--- src/rtl/resizer_pkg.sv ---
// Constants shared by the component resizer: register map, fields, reset values, limits.
package resizer_pkg;
    // ****************************************
    // Register map (byte addresses)
    // ****************************************
    localparam logic [7:0] ADDR_SIZE = 8'h00;
    localparam logic [7:0] ADDR_ADJUST = 8'h04;
    localparam logic [7:0] ADDR_FILTER = 8'h08;
    localparam logic [7:0] ADDR_VDROP = 8'h0c;
    localparam logic [7:0] ADDR_STATUS = 8'h10;
    // ****************************************
    // Field positions
    // ****************************************
    localparam int ADJ_CONTRAST_LSB = 0;
    localparam int ADJ_CLAMP_BIT = 8;
    localparam int ADJ_BRIGHT_LSB = 16;
    localparam int ADJ_SHAPE_LSB = 24;
    localparam int FLT_PEAK_LSB = 0;
    localparam int FLT_CORE_LSB = 4;
    localparam int FLT_YSKEW_LSB = 8;
    localparam int FLT_CSKEW_LSB = 16;
    localparam int FLT_SWAP_BIT = 24;
    localparam int STS_OVF_BIT = 16;
    // ****************************************
    // Reset values and limits
    // ****************************************
    localparam logic [9:0] PPL_MIN = 10'h020;
    localparam logic [9:0] PPL_MAX = 10'h360;
    localparam logic [9:0] PPL_RESET = 10'h2d0;
    localparam logic [10:0] IN_SAMPLES = 11'h438;
    localparam logic [5:0] CONTRAST_RESET = 6'h20;
    localparam logic [7:0] BRIGHT_RESET = 8'h00;
    localparam logic [7:0] LUMA_TOP = 8'heb;
    localparam logic [7:0] CLAMP_LO16 = 8'h10;
    localparam logic [7:0] CLAMP_LO32 = 8'h20;
    localparam int FILTER_COUNT = 512;
    localparam int FIFO_DEPTH_DEF = 64;
    localparam int BURST_DEF = 16;
    // ****************************************
    // Enumerations
    // ****************************************
    typedef enum logic [1:0] {SHAPE_ROUND, SHAPE_TRUNC, SHAPE_DIFF1, SHAPE_DIFF2} shape_t;
    typedef enum logic [1:0] {CORE_NONE, CORE_HALF, CORE_ONE, CORE_TWO} core_t;
endpackage : resizer_pkg

--- src/rtl/component_resizer.sv ---
// Component processing stage: luma/chroma split, filter, resize, skew, FIFO, adjustments.
//
// Added by the designer: the placing of the registers and the Wishbone register port.
`timescale 1ns/10ps
// Overview of operation
// - Split 4:2:2 input into separate luma and chroma processing paths.
// - Luma lowpass follows scaled pixel count, then peaking and coring.
// - Resize and skew alter line sampling rate and correct horizontal skew.
// - Pixels per line programmable 32 to 864 in steps of two.
// - Four lowpass strengths, picked by the top two bits of the 9-bit filter index, span all scaling factors.
// - Active filter chosen from pixels per line without software selection.
// - Resized samples leave through a FIFO in continuous fixed-rate bursts.
// - Luma gets contrast gain and brightness offset, then noise shaping.
// - Optional Cb/Cr swap; unswapped, first output chroma sample is Cb.
// - Vertical size reduction is done by dropping lines.
// - Luma skew interpolates linearly 0 to 31/32 pixel in 1/32 steps.
// - Chroma skew shifts 0 to 7/8 sample in 1/8 steps.
// - Luma back to 8 bits by round, truncate, 1-bit or 2-bit diffusion.
// - Coring removes 0, 1/2, 1 or 2 LSBs from high-frequency part.
module component_resizer #(
    parameter int FIFO_DEPTH = resizer_pkg::FIFO_DEPTH_DEF,
    parameter int BURST = resizer_pkg::BURST_DEF
) (
    input wire logic clk_i,
    input wire logic rst_i,
    input wire logic wb_cyc_i,
    input wire logic wb_stb_i,
    input wire logic wb_we_i,
    input wire logic [7:0] wb_adr_i,
    input wire logic [3:0] wb_sel_i,
    input wire logic [31:0] wb_dat_i,
    output logic [31:0] wb_dat_o,
    output logic wb_ack_o,
    input wire logic [7:0] luma_i,
    input wire logic [7:0] chroma_i,
    input wire logic valid_i,
    input wire logic line_start_i,
    input wire logic field_start_i,
    output logic [7:0] luma_o,
    output logic [7:0] chroma_o,
    output logic valid_o,
    output logic line_start_o
);
    import resizer_pkg::*;

    localparam int AW = $clog2(FIFO_DEPTH);

    function automatic logic [7:0] clip_luma(input logic signed [11:0] v, input logic [7:0] lo);
        if (v < $signed({4'h0, lo}))
            clip_luma = lo;
        else if (v > $signed({4'h0, LUMA_TOP}))
            clip_luma = LUMA_TOP;
        else
            clip_luma = v[7:0];
    endfunction : clip_luma

    function automatic logic [7:0] lerp8(input logic [7:0] a, input logic [7:0] b, input logic [4:0] ph);
        logic signed [14:0] d;
        d = ($signed({7'h00, b}) - $signed({7'h00, a})) * $signed({10'h000, ph});
        lerp8 = 8'(a + 8'(d >>> 5));
    endfunction : lerp8

    // ****************************************
    // Register file
    // ****************************************
    logic [9:0] ppl_r, ppl_act_r;
    logic [5:0] contrast_r;
    logic clamp32_r, swap_r, ovf_r;
    logic [7:0] bright_r;
    logic [1:0] shape_r, core_r;
    logic [2:0] peak_r, cskew_r;
    logic [4:0] yskew_r;
    logic [3:0] vdrop_r;
    logic [AW:0] count_r;

    wire wb_req = wb_cyc_i && wb_stb_i && !wb_ack_o;
    wire wb_wr = wb_req && wb_we_i;
    wire wr_size = wb_wr && wb_adr_i == ADDR_SIZE && wb_sel_i[1] && wb_sel_i[0];
    wire wr_adj = wb_wr && wb_adr_i == ADDR_ADJUST;
    wire wr_flt = wb_wr && wb_adr_i == ADDR_FILTER;
    wire wr_vdrop = wb_wr && wb_adr_i == ADDR_VDROP && wb_sel_i[0];
    wire clr_ovf = wb_wr && wb_adr_i == ADDR_STATUS && wb_sel_i[2] && wb_dat_i[STS_OVF_BIT];
    // Odd requests are forced even and out-of-range ones are held at the limit
    wire [9:0] ppl_even = {wb_dat_i[9:1], 1'b0};
    wire [9:0] ppl_wr = (ppl_even < PPL_MIN) ? PPL_MIN : (ppl_even > PPL_MAX) ? PPL_MAX : ppl_even;
    wire [31:0] rd_data =
        (wb_adr_i == ADDR_SIZE) ? {22'h000000, ppl_r} :
        (wb_adr_i == ADDR_ADJUST) ? {6'h00, shape_r, bright_r, 7'h00, clamp32_r, 2'h0, contrast_r} :
        (wb_adr_i == ADDR_FILTER) ? {7'h00, swap_r, 5'h00, cskew_r, 3'h0, yskew_r, 2'h0, core_r, 1'b0, peak_r} :
        (wb_adr_i == ADDR_VDROP) ? {28'h0000000, vdrop_r} :
        (wb_adr_i == ADDR_STATUS) ? ({15'h0000, ovf_r, 6'h00, ppl_act_r} | (32'(count_r) << 20)) :
        32'h00000000;

    always_ff @(posedge clk_i)
    begin
        if (rst_i)
        begin
            wb_ack_o <= 1'b0;
            wb_dat_o <= 32'h00000000;
            ppl_r <= PPL_RESET;
            contrast_r <= CONTRAST_RESET;
            clamp32_r <= 1'b0;
            bright_r <= BRIGHT_RESET;
            shape_r <= 2'h0;
            core_r <= 2'h0;
            peak_r <= 3'h0;
            yskew_r <= 5'h00;
            cskew_r <= 3'h0;
            swap_r <= 1'b0;
            vdrop_r <= 4'h0;
        end
        else
        begin
            wb_ack_o <= wb_req;
            wb_dat_o <= wb_req ? rd_data : 32'h00000000;
            if (wr_size)
                ppl_r <= ppl_wr;
            if (wr_adj && wb_sel_i[0])
                contrast_r <= wb_dat_i[ADJ_CONTRAST_LSB +: 6];
            if (wr_adj && wb_sel_i[1])
                clamp32_r <= wb_dat_i[ADJ_CLAMP_BIT];
            if (wr_adj && wb_sel_i[2])
                bright_r <= wb_dat_i[ADJ_BRIGHT_LSB +: 8];
            if (wr_adj && wb_sel_i[3])
                shape_r <= wb_dat_i[ADJ_SHAPE_LSB +: 2];
            if (wr_flt && wb_sel_i[0])
            begin
                peak_r <= wb_dat_i[FLT_PEAK_LSB +: 3];
                core_r <= wb_dat_i[FLT_CORE_LSB +: 2];
            end
            if (wr_flt && wb_sel_i[1])
                yskew_r <= wb_dat_i[FLT_YSKEW_LSB +: 5];
            if (wr_flt && wb_sel_i[2])
                cskew_r <= wb_dat_i[FLT_CSKEW_LSB +: 3];
            if (wr_flt && wb_sel_i[3])
                swap_r <= wb_dat_i[FLT_SWAP_BIT];
            if (wr_vdrop)
                vdrop_r <= wb_dat_i[3:0];
        end
    end

    // ****************************************
    // Input split and line dropping
    // ****************************************
    logic [3:0] line_cnt_r;
    logic keep_r, cphase_r;
    logic [7:0] y0_r, y1_r, cb0_r, cb1_r, cr0_r, cr1_r;
    logic in_vld_r;
    wire keep_line = (line_cnt_r == vdrop_r);
    wire in_take = valid_i && keep_r;

    always_ff @(posedge clk_i)
    begin
        if (rst_i)
        begin
            line_cnt_r <= 4'h0;
            keep_r <= 1'b0;
            cphase_r <= 1'b0;
            ppl_act_r <= PPL_RESET;
            in_vld_r <= 1'b0;
            {y0_r, y1_r, cb0_r, cb1_r, cr0_r, cr1_r} <= 48'h000000000000;
        end
        else
        begin
            in_vld_r <= in_take;
            if (field_start_i)
                line_cnt_r <= 4'h0;
            else if (line_start_i)
            begin
                line_cnt_r <= keep_line ? 4'h0 : 4'(line_cnt_r + 4'h1);
                keep_r <= keep_line;
                ppl_act_r <= ppl_r;
                cphase_r <= 1'b0;
            end
            if (in_take)
            begin
                y1_r <= y0_r;
                y0_r <= luma_i;
                cphase_r <= !cphase_r;
                if (!cphase_r)
                    {cb1_r, cb0_r} <= {cb0_r, chroma_i};
                else
                    {cr1_r, cr0_r} <= {cr0_r, chroma_i};
            end
        end
    end

    // ****************************************
    // Luma filter: lowpass, peaking, coring
    // ****************************************
    // Filter index: ppl/2, whose top two bits pick one of four lowpass strengths; narrow sizes get strong smoothing
    wire [8:0] filter_sel = ppl_act_r[9:1];
    wire [1:0] aa_k = 2'h3 - filter_sel[8:7];
    wire [7:0] y_aa = lerp8(y0_r, y1_r, {1'b0, aa_k, 2'h0});
    wire signed [9:0] hf = $signed({2'h0, y0_r}) - $signed({2'h0, y_aa});
    wire [9:0] hf_mag = hf[9] ? 10'(-hf) : 10'(hf);
    wire [10:0] core_amt = (core_r == CORE_NONE) ? 11'h000 : (core_r == CORE_HALF) ? 11'h001 :
                           (core_r == CORE_ONE) ? 11'h002 : 11'h004;
    wire [10:0] hf_x2 = {hf_mag, 1'b0};
    wire [10:0] cored = (hf_x2 > core_amt) ? 11'(hf_x2 - core_amt) : 11'h000;
    wire signed [13:0] peak_add = $signed({1'b0, 13'(({2'h0, cored} * {10'h000, peak_r}) >> 4)});
    wire signed [13:0] peak_sgn = hf[9] ? -peak_add : peak_add;
    wire signed [13:0] y_pk = $signed({6'h00, y_aa}) + peak_sgn;
    wire [7:0] y_filt = (y_pk < 0) ? 8'h00 : (y_pk > 14'sd255) ? 8'hff : y_pk[7:0];

    // ****************************************
    // Resize with skew as initial phase offset
    // ****************************************
    logic [10:0] acc_r;
    logic [7:0] yf_prev_r;
    // Skew stays below one output pixel so it never adds a sample to the line
    wire [10:0] skew_init = 11'((({11'h000, yskew_r} * {5'h00, IN_SAMPLES}) + 16'h001f) >> 5);
    wire [11:0] acc_sum = {1'b0, acc_r} + {2'h0, ppl_act_r};
    wire emit = in_vld_r && acc_sum >= {1'b0, IN_SAMPLES};
    wire [10:0] acc_nxt = emit ? 11'(acc_sum - {1'b0, IN_SAMPLES}) : acc_sum[10:0];
    wire [15:0] phase_num = {acc_nxt, 5'h00};
    wire [4:0] phase = 5'(phase_num / {5'h00, IN_SAMPLES});
    wire [7:0] y_rs = lerp8(yf_prev_r, y_filt, phase);
    wire [7:0] cb_rs = lerp8(cb1_r, cb0_r, {cskew_r, 2'h0});
    wire [7:0] cr_rs = lerp8(cr1_r, cr0_r, {cskew_r, 2'h0});

    // ****************************************
    // Contrast, brightness, noise shaping
    // ****************************************
    // Fourteen-bit signed result carries two fraction bits for the shaping step
    logic [1:0] err_r;
    wire [13:0] prod = {6'h00, y_rs} * {8'h00, contrast_r};
    wire signed [13:0] y10 = $signed({1'b0, 13'(prod >> 3)}) + $signed({{4{bright_r[7]}}, bright_r, 2'h0});
    wire [1:0] frac = y10[1:0];
    wire [2:0] fr_e1 = {1'b0, frac} + {2'h0, err_r[1]};
    wire [2:0] fr_e2 = {1'b0, frac} + {1'b0, err_r};
    wire rnd_up = (shape_r == SHAPE_ROUND) ? frac[1] : (shape_r == SHAPE_TRUNC) ? 1'b0 :
                  (shape_r == SHAPE_DIFF1) ? fr_e1[2] : fr_e2[2];
    wire [1:0] err_nxt = (shape_r == SHAPE_DIFF1) ? {fr_e1[1], 1'b0} :
                         (shape_r == SHAPE_DIFF2) ? fr_e2[1:0] : 2'h0;
    wire signed [11:0] y8 = 12'(y10 >>> 2) + $signed({11'h000, rnd_up});
    wire [7:0] y_out = clip_luma(y8, clamp32_r ? CLAMP_LO32 : CLAMP_LO16);

    // ****************************************
    // Chroma ordering and FIFO
    // ****************************************
    logic out_cphase_r;
    logic line_pend_r;
    logic [15:0] mem [FIFO_DEPTH];
    logic [AW-1:0] wp_r, rp_r;
    logic burst_r;
    wire [7:0] c_sel = (out_cphase_r ^ swap_r) ? cr_rs : cb_rs;
    wire fifo_full = count_r == (AW+1)'(FIFO_DEPTH);
    wire fifo_empty = count_r == '0;
    wire fifo_wr = emit && !fifo_full;
    wire fifo_rd = burst_r && !fifo_empty;
    wire burst_go = count_r >= (AW+1)'(BURST) || (line_pend_r && !fifo_empty);

    always_ff @(posedge clk_i)
    begin
        if (rst_i)
        begin
            acc_r <= 11'h000;
            yf_prev_r <= 8'h00;
            err_r <= 2'h0;
            out_cphase_r <= 1'b0;
            line_pend_r <= 1'b0;
            wp_r <= '0;
            rp_r <= '0;
            count_r <= '0;
            burst_r <= 1'b0;
            ovf_r <= 1'b0;
            luma_o <= 8'h00;
            chroma_o <= 8'h00;
            valid_o <= 1'b0;
            line_start_o <= 1'b0;
        end
        else
        begin
            if (line_start_i)
            begin
                acc_r <= skew_init;
                out_cphase_r <= 1'b0;
                err_r <= 2'h0;
            end
            else
            begin
                if (in_vld_r)
                    {acc_r, yf_prev_r} <= {acc_nxt, y_filt};
                if (emit)
                    {out_cphase_r, err_r} <= {!out_cphase_r, err_nxt};
            end
            // Flush a line's tail once its last sample is in, and keep flushing a tail still queued at the next line start
            line_pend_r <= (in_vld_r && !in_take) || ((line_start_i || line_pend_r) && !fifo_empty);
            if (fifo_wr)
            begin
                mem[wp_r] <= {y_out, c_sel};
                wp_r <= AW'(wp_r + 1'b1);
            end
            if (fifo_rd)
                rp_r <= AW'(rp_r + 1'b1);
            count_r <= (AW+1)'(count_r + (AW+1)'(fifo_wr) - (AW+1)'(fifo_rd));
            // A burst runs until the FIFO drains so output samples stay back to back
            burst_r <= burst_r ? !(fifo_empty || (count_r == (AW+1)'(1) && fifo_rd && !fifo_wr)) : burst_go;
            ovf_r <= (emit && fifo_full) || (ovf_r && !clr_ovf);
            valid_o <= fifo_rd;
            luma_o <= fifo_rd ? mem[rp_r][15:8] : 8'h00;
            chroma_o <= fifo_rd ? mem[rp_r][7:0] : 8'h00;
            line_start_o <= line_start_i && keep_line;
        end
    end
endmodule : component_resizer

--- config.mk ---
export PLATFORM = sky130hd
export DESIGN_NAME = component_resizer
export DESIGN_NICKNAME = d
export VERILOG_FILES = /design/src/rtl/resizer_pkg.sv /design/src/rtl/component_resizer.sv
export SDC_FILE = /design/constraint.sdc
export NUM_CORES = 2
export LEC_CHECK = 0
export BUFFER_PORTS_ARGS = -buffer_cell sky130_fd_sc_hd__buf_2
export CORE_MARGIN = 2
export CORE_UTILIZATION = 40
export CTS_CLUSTER_DIAMETER = 30
export CTS_CLUSTER_SIZE = 40
export DETAILED_ROUTE_END_ITERATION = 12
export GPL_ROUTABILITY_DRIVEN = 0
export MAX_ROUTING_LAYER = met4
export PLACE_DENSITY = 0.66
export SYNTH_ARGS = -nofsm -noshare
export SYNTH_HDL_FRONTEND = slang
export SYNTH_SLANG_ARGS = --single-unit
--- constraint.sdc ---
create_clock -name clk_i -period 80.3 [get_ports clk_i]
set_clock_uncertainty 0.15 [all_clocks]
set_input_delay 12.045 -clock clk_i [delete_from_list [all_inputs] [get_ports clk_i]]
set_output_delay 12.045 -clock clk_i [all_outputs]
set_load 0.005 [all_outputs]
# After elaboration in Yosys (flattened, before gate mapping)
# Memories as Yosys holds them, arrays and structs flattened. A register that Yosys moved wholly into a read port is not among the register bits.
# Cells that the tools add are included.
[word_totals]
memories = 1
word_cells = 204
input_bits = 68
regBits = 184
ram_bits = 1024
out_inout_bits = 51
[mem_list]
columns = ["name", "words", "word_bits", "rd", "rd_clocked_by_memory_dff", "wr", "line_no", "rtl"]
rows = [
  ["mem", 64, 16, 1, 1, 1, "component_resizer.sv:244", "logic [15:0] mem [FIFO_DEPTH];"],
]
[op_classes]
bitwise = 8
div_mod_pow = 1
reduce_logical = 65
n_mul = 7
muxes = 35
n_addsub = 26
n_eq_ne = 13
magnitude_cmp = 9
[op_table]
columns = ["op", "n"]
rows = [
  ["2-to-1 mux 26 bit", 4],
  ["subtractor 8 x 8 -> 9 bit", 5],
  ["2-to-1 mux 11 bit", 4],
  ["2-to-1 mux 10 bit", 4],
  ["2-to-1 mux 8 bit", 5],
  ["logical AND 1 bit", 33],
  ["adder 8 bit", 4],
  ["bitwise OR 17 x 27 -> 27 bit", 1],
  ["multiplier 9 x 4 -> 11 bit", 2],
  ["adder 16 x 5 -> 16 bit (second input constant)", 1],
  ["divider 16 x 11 -> 16 bit (second input constant)", 1],
  ["== test 8 x 4 -> 1 bit (second input constant)", 2],
  ["adder 9 x 14 -> 14 bit", 1],
  ["> comparator 14 x 9 -> 1 bit (second input constant)", 1],
  ["< comparator 14 x 1 -> 1 bit (second input constant)", 1],
  ["multiplier 8 x 6 -> 14 bit", 1],
  ["2-to-1 mux 14 bit", 1],
  ["negator 9 -> 14 bit", 1],
  ["adder 12 x 10 -> 13 bit", 1],
  ["multiplier 11 x 3 -> 13 bit", 1],
  ["multiplier 5 x 8 -> 13 bit (second input constant)", 1],
  ["multiplier 9 x 6 -> 13 bit", 1],
  ["adder 11 x 10 -> 12 bit", 1],
  ["adder 11 x 2 -> 12 bit", 1],
  ["44 further kinds", 86],
]

# Logic depth before layout (Yosys ltp)
[logic_depth]
depth_word = 28
mapped_depth = 119

# Worst setup path before layout
# Ideal clock, no wire load.
[synth_path]
path_type = "register to register"
startpoint = "reg y0_r[1]"
endpoint = "mem mem[0][10] (data pin)"
path_stages_with_launch = 106
arrival_time_ps = 24929
path_slack_ps = 54509
setup_time_ps = 712
n_path_buf = 4
cell_sequence = "dfxtp_1 -> inv_1 -> ha_1 -> nor2b_1 -> o21ai_0 -> nand2b_1 -> xnor2_1 -> nor2_1 -> ha_1 -> inv_1 -> fa_1 -> inv_1 -> ha_1 -> fa_1 -> inv_1 -> fa_1 -> a21oi_1 -> nor2_1 -> (+70 left out) -> inv_1 -> fa_1 -> inv_1 -> ha_1 -> xor2_1 -> ha_1 -> a21o_1 -> a21oi_1 -> xnor2_1 -> and2_1 -> and2_1 -> nand2_1 -> nor2_1 -> nand2_1 -> or3_1 -> and2_1 -> a21oi_1 -> nor3b_1"
[synth_between]
elab_chain_cells = 28
[synth_rtl]
columns = ["element", "line_no", "rtl"]
rows = [
  ["from (decl)", "component_resizer.sv:147", "logic [7:0] y0_r, y1_r, cb0_r, cb1_r, cr0_r, cr1_r;"],
  ["from (signal assigned)", "component_resizer.sv:178", "y0_r <= luma_i;"],
  ["subtractor 8 x 8 -> 9 bit", "component_resizer.sv:59", "d = ($signed({7'h00, b}) - $signed({7'h00, a})) * $signed({10'h000, ph});"],
  ["multiplier 9 x 3 -> 11 bit", "component_resizer.sv:59", ""],
  ["adder 8 bit", "component_resizer.sv:60", "lerp8 = 8'(a + 8'(d >>> 5));"],
  ["subtractor 8 x 8 -> 9 bit", "component_resizer.sv:195", "wire signed [9:0] hf = $signed({2'h0, y0_r}) - $signed({2'h0, y_aa});"],
  ["negator 9 -> 10 bit", "component_resizer.sv:196", "wire [9:0] hf_mag = hf[9] ? 10'(-hf) : 10'(hf);"],
  ["2-to-1 mux 10 bit", "component_resizer.sv:196", ""],
  ["subtractor 11 x 3 -> 11 bit or > comparator 11 x 3 -> 1 bit (tied branches)", "component_resizer.sv:200", "wire [10:0] cored = (hf_x2 > core_amt) ? 11'(hf_x2 - core_amt) : 11'h000;"],
  ["2-to-1 mux 11 bit", "component_resizer.sv:200", ""],
  ["(+12 left out)", "-", ""],
  ["adder 2 x 2 -> 3 bit or adder 2 x 1 -> 3 bit (tied branches)", "component_resizer.sv:231, component_resizer.sv:230", ""],
  ["2-to-1 mux 1 bit", "component_resizer.sv:233", "(shape_r == SHAPE_DIFF1) ? fr_e1[2] : fr_e2[2];"],
  ["2-to-1 mux 1 bit (2 in a row)", "component_resizer.sv:232", "wire rnd_up = (shape_r == SHAPE_ROUND) ? frac[1] : (shape_r == SHAPE_TRUNC) ? 1'b0 :"],
  ["adder 11 x 2 -> 12 bit (*)", "component_resizer.sv:236", "wire signed [11:0] y8 = 12'(y10 >>> 2) + $signed({11'h000, rnd_up});"],
  ["> comparator 12 x 9 -> 1 bit", "component_resizer.sv:51", "else if (v > $signed({4'h0, LUMA_TOP}))"],
  ["2-to-1 mux 8 bit", "component_resizer.sv:51", ""],
  ["2-to-1 mux 8 bit (*)", "component_resizer.sv:49", "if (v < $signed({4'h0, lo}))"],
  ["via y_out[2]", "component_resizer.sv:237", "wire [7:0] y_out = clip_luma(y8, clamp32_r ? CLAMP_LO32 : CLAMP_LO16);"],
  ["to (decl)", "component_resizer.sv:244", ""],
]
# The timed path passes the listed nets; every way through them passes the cells marked *.

# Worst setup path after layout
[layout_path]
startpoint = "reg y0_r[1]"
endpoint = "mem mem[43][13] (data pin)"
# Same word-level chain as after synthesis.

==> flow_metrics.env <==
export IMPL_grt_overflow_total=0
export IMPL_worstMarginPinSlew_ns=1.29
export IMPL_die_h_um=393
export IMPL_area_delta_synth_final_pct=18.5
export IMPL_synth_compound_area_share_pct=6.80
export IMPL_syn_area_mm2=0.0605
export IMPL_synth_cell_types=117
export IMPL_critPathCaptureType="register"
export IMPL_grt_antenna_before_repair=8
export IMPL_drive_gt1_share_pct=22.9
export IMPL_clock_fmax_ghz=0.0388
export IMPL_worst_setup_path_start_kind="register"
export IMPL_wl_met2_um=71700
export IMPL_post_cts_buffers=0
export IMPL_fin_crit_ns=25.80
export IMPL_grt_pass1_wl_um=220000
export IMPL_path_clk_slew_ns=0.05
export IMPL_synth_simple_gate_area_share_pct=7.78
export IMPL_worstPathArrival_ns=26.13
export IMPL_whs_path_depth=2
export IMPL_nets=4852
export IMPL_min_path_type="register to register"
export IMPL_synth_adder_area_share_pct=8.08
export IMPL_status="finished, final reports clean"
export IMPL_num_vias=36000
export IMPL_synth_top_family_by_area="multiplexers"
export IMPL_synthMuxAreaShare_pct=13.4
export IMPL_clockBufferDepth=3
export IMPL_numCtsBuffers=223
export IMPL_cp_top_family="adder cells"
export IMPL_maxUsedRoutingLayer="met4"
export IMPL_critical_path_class="register to register"
export IMPL_endpoint="mem[43][13]"
export IMPL_place_inst=6244
export IMPL_cts_hold_buffers=0
export IMPL_hold_worst_slack_ns=0.302
export IMPL_synth_seq_cells=1219
export IMPL_grt_setup_unrepaired="false"
export IMPL_yosysWarnings=0
export IMPL_worstReg2RegStart="y0_r[1]"
export IMPL_fin_setup_tns_ns=0
export IMPL_slew_viol_final=0
export IMPL_cts_root_buf="clkbuf_16"
export IMPL_mostFrequentLayoutCell="edfxtp_1"
export IMPL_ys_flop_type="edfxtp_1"
export IMPL_grt_max_degree=153
export IMPL_yosysTopAreaCell="edfxtp_1"
export IMPL_syn_area_per_cell_um2=14.3
export IMPL_ff2ff_setup_slack_ns=54.50
export IMPL_reg2reg_depth=104
export IMPL_wl_met3_um=8980
export IMPL_cap_violations=0
export IMPL_cts_tree="done"
export IMPL_hold_viol=0
export IMPL_gr_usage_all_layers_pct=19.4
export IMPL_fp_dieW_um=393
export IMPL_clock_sinks=1219
export IMPL_die_area_mm2=0.154
export IMPL_port_buffers=101
export IMPL_cts_htree_levels=4
export IMPL_stdcell_count=6672
export IMPL_viasPerCell=5.39
export IMPL_routed_wl_um=143000
export IMPL_drt_pass1_iterations=7
export IMPL_cp_slowest_cell="a21oi_1"
export IMPL_path_max_fanout=64
export IMPL_synthTopCellsByArea="edfxtp_1, mux4_2, dfxtp_1"
export IMPL_path_buf_inv=14
export IMPL_hpwl_um=86100
export IMPL_rr_endpoint="mem[43][13]"
export IMPL_io_pins=119
export IMPL_fin_crit_sh_pct=32.1
export IMPL_final_setup_viol_count=0
export IMPL_synthArstFlopShare_pct=0
export IMPL_ctsResizeCount=0
export IMPL_drcViolationCount=0
export IMPL_cp_required_ns=80.63
export IMPL_rows=142
export IMPL_cp_common_cell="ha_1"
export IMPL_initial_utilization_pct=40.3
export IMPL_yosysTopAreaCellShare_pct=50.8
export IMPL_critPathMaxStageDelay_ns=0.79
export IMPL_clock_latency_ns=0.84
export IMPL_synth_enable_flop_cells=1024
export IMPL_synthXorXnorAreaFrac_pct=3.43
export IMPL_wl_met1_um=59100
export IMPL_critPathLaunch="y0_r[1]"
export IMPL_netlist_instances=4225
export IMPL_crit_cells=104
export IMPL_core_mm2=0.150
export IMPL_ant_nets=0
export IMPL_drt_iter0_markers=2965
export IMPL_grt_pass1_vias=36400
export IMPL_slew_headroom_pct=14.0
export IMPL_layout_common_cells="edfxtp_1, mux4_2, inv_1"
export IMPL_ys_seq_area_share_pct=57.3
export IMPL_wl_per_cell_um=21.5
## cell usage after synthesis (all sizes together) (18+ instances only)
cell	count
fa	93
a31oi	25
and3	30
nand3	43
nand2b	38
nor2	303
a22oi	18
nor2b	43
a21oi	201
a211oi	34
xor2	78
xnor2	146
o211ai	21
a21o	48
nand2	285
or3	26
o21ai	70
mux2i	46
clkbuf	141
dfxtp	195
edfxtp	1024
and2	86
ha	238
mux4	336
nor3	38
inv	293
buf	59
o21bai	44
## registers in the layout (all words and copies together) (netlist names), 9 cells and up
signal and count:
acc_r 11, wb_dat_o 24, ppl_r 9, mem 1024, ppl_act_r 9
## through the flow
| stage | setup WS, ns | instance area [um2] | util [%] |
|---|---|---|---|
| floorplan | 54.51 | 60500 | - |
| global placement | 54.80 | 63700 | 42.5 |
| detailed placement | 54.56 | 63700 | 42.5 |
| CTS | 54.40 | 71700 | 47.8 |
| global route | 52.14 | 71700 | 47.8 |
| finish | 54.50 | 71700 | 47.8 |
## final cells by class
| cell class | instances | area [um2] |
|---|---|---|
| fill | 12700 | 78300 |
| multi-input combinational | 2519 | 24100 |
| inverter | 294 | 1100 |
| antenna | 5 | 12.5 |
| clock buffer | 248 | 5790 |
| clock inverter | 175 | 2200 |
| tap | 2016 | 2520 |
| timing repair buffer | 196 | 1250 |
| sequential | 1219 | 34700 |
## per-layer routing
metal	track usage (%)	up-vias
met5	-	-
li1	-	16400
met1	24.6	18300
met4	6.05	0
met2	31.6	1080
met3	3.56	218
## kinds of logic after synthesis
group	Yosys count
other cells	1
simple gates	977
xor+xnor	227
fa+ha+maj	336
mux	387
buf+inv	494
compound gates	584
flops	1219
## worst register-to-register path: cells and delay by family (launching register included)
family,cells,cell delay [ns]
and+or+nand+nor,24,4.37
AOI/OAI and AO/OA,33,7.50
adders and majority gates,24,9.06
DFF,1,0.60
buffers and inverters,14,1.80
xor gates and xnor gates,9,1.98
## worst min path at each step
| stage | endpoint | from | slack (ns) |
|---|---|---|---|
| 2_1_floorplan | cr1_r[7] | cr1_r[7] | 0.29 |
| 3_3_place_gp | y1_r[0] | y1_r[0] | 0.29 |
| 6_report | y1_r[0] | y1_r[0] | 0.30 |
| 4_1_cts | y1_r[0] | y1_r[0] | 0.30 |
| 3_5_place_dp | y1_r[0] | y1_r[0] | 0.30 |
| 5_1_grt | y1_r[0] | y1_r[0] | 0.32 |
Power is not shown: default switching activity piles up to over one toggle a cycle in this logic, so the estimate is an artifact.
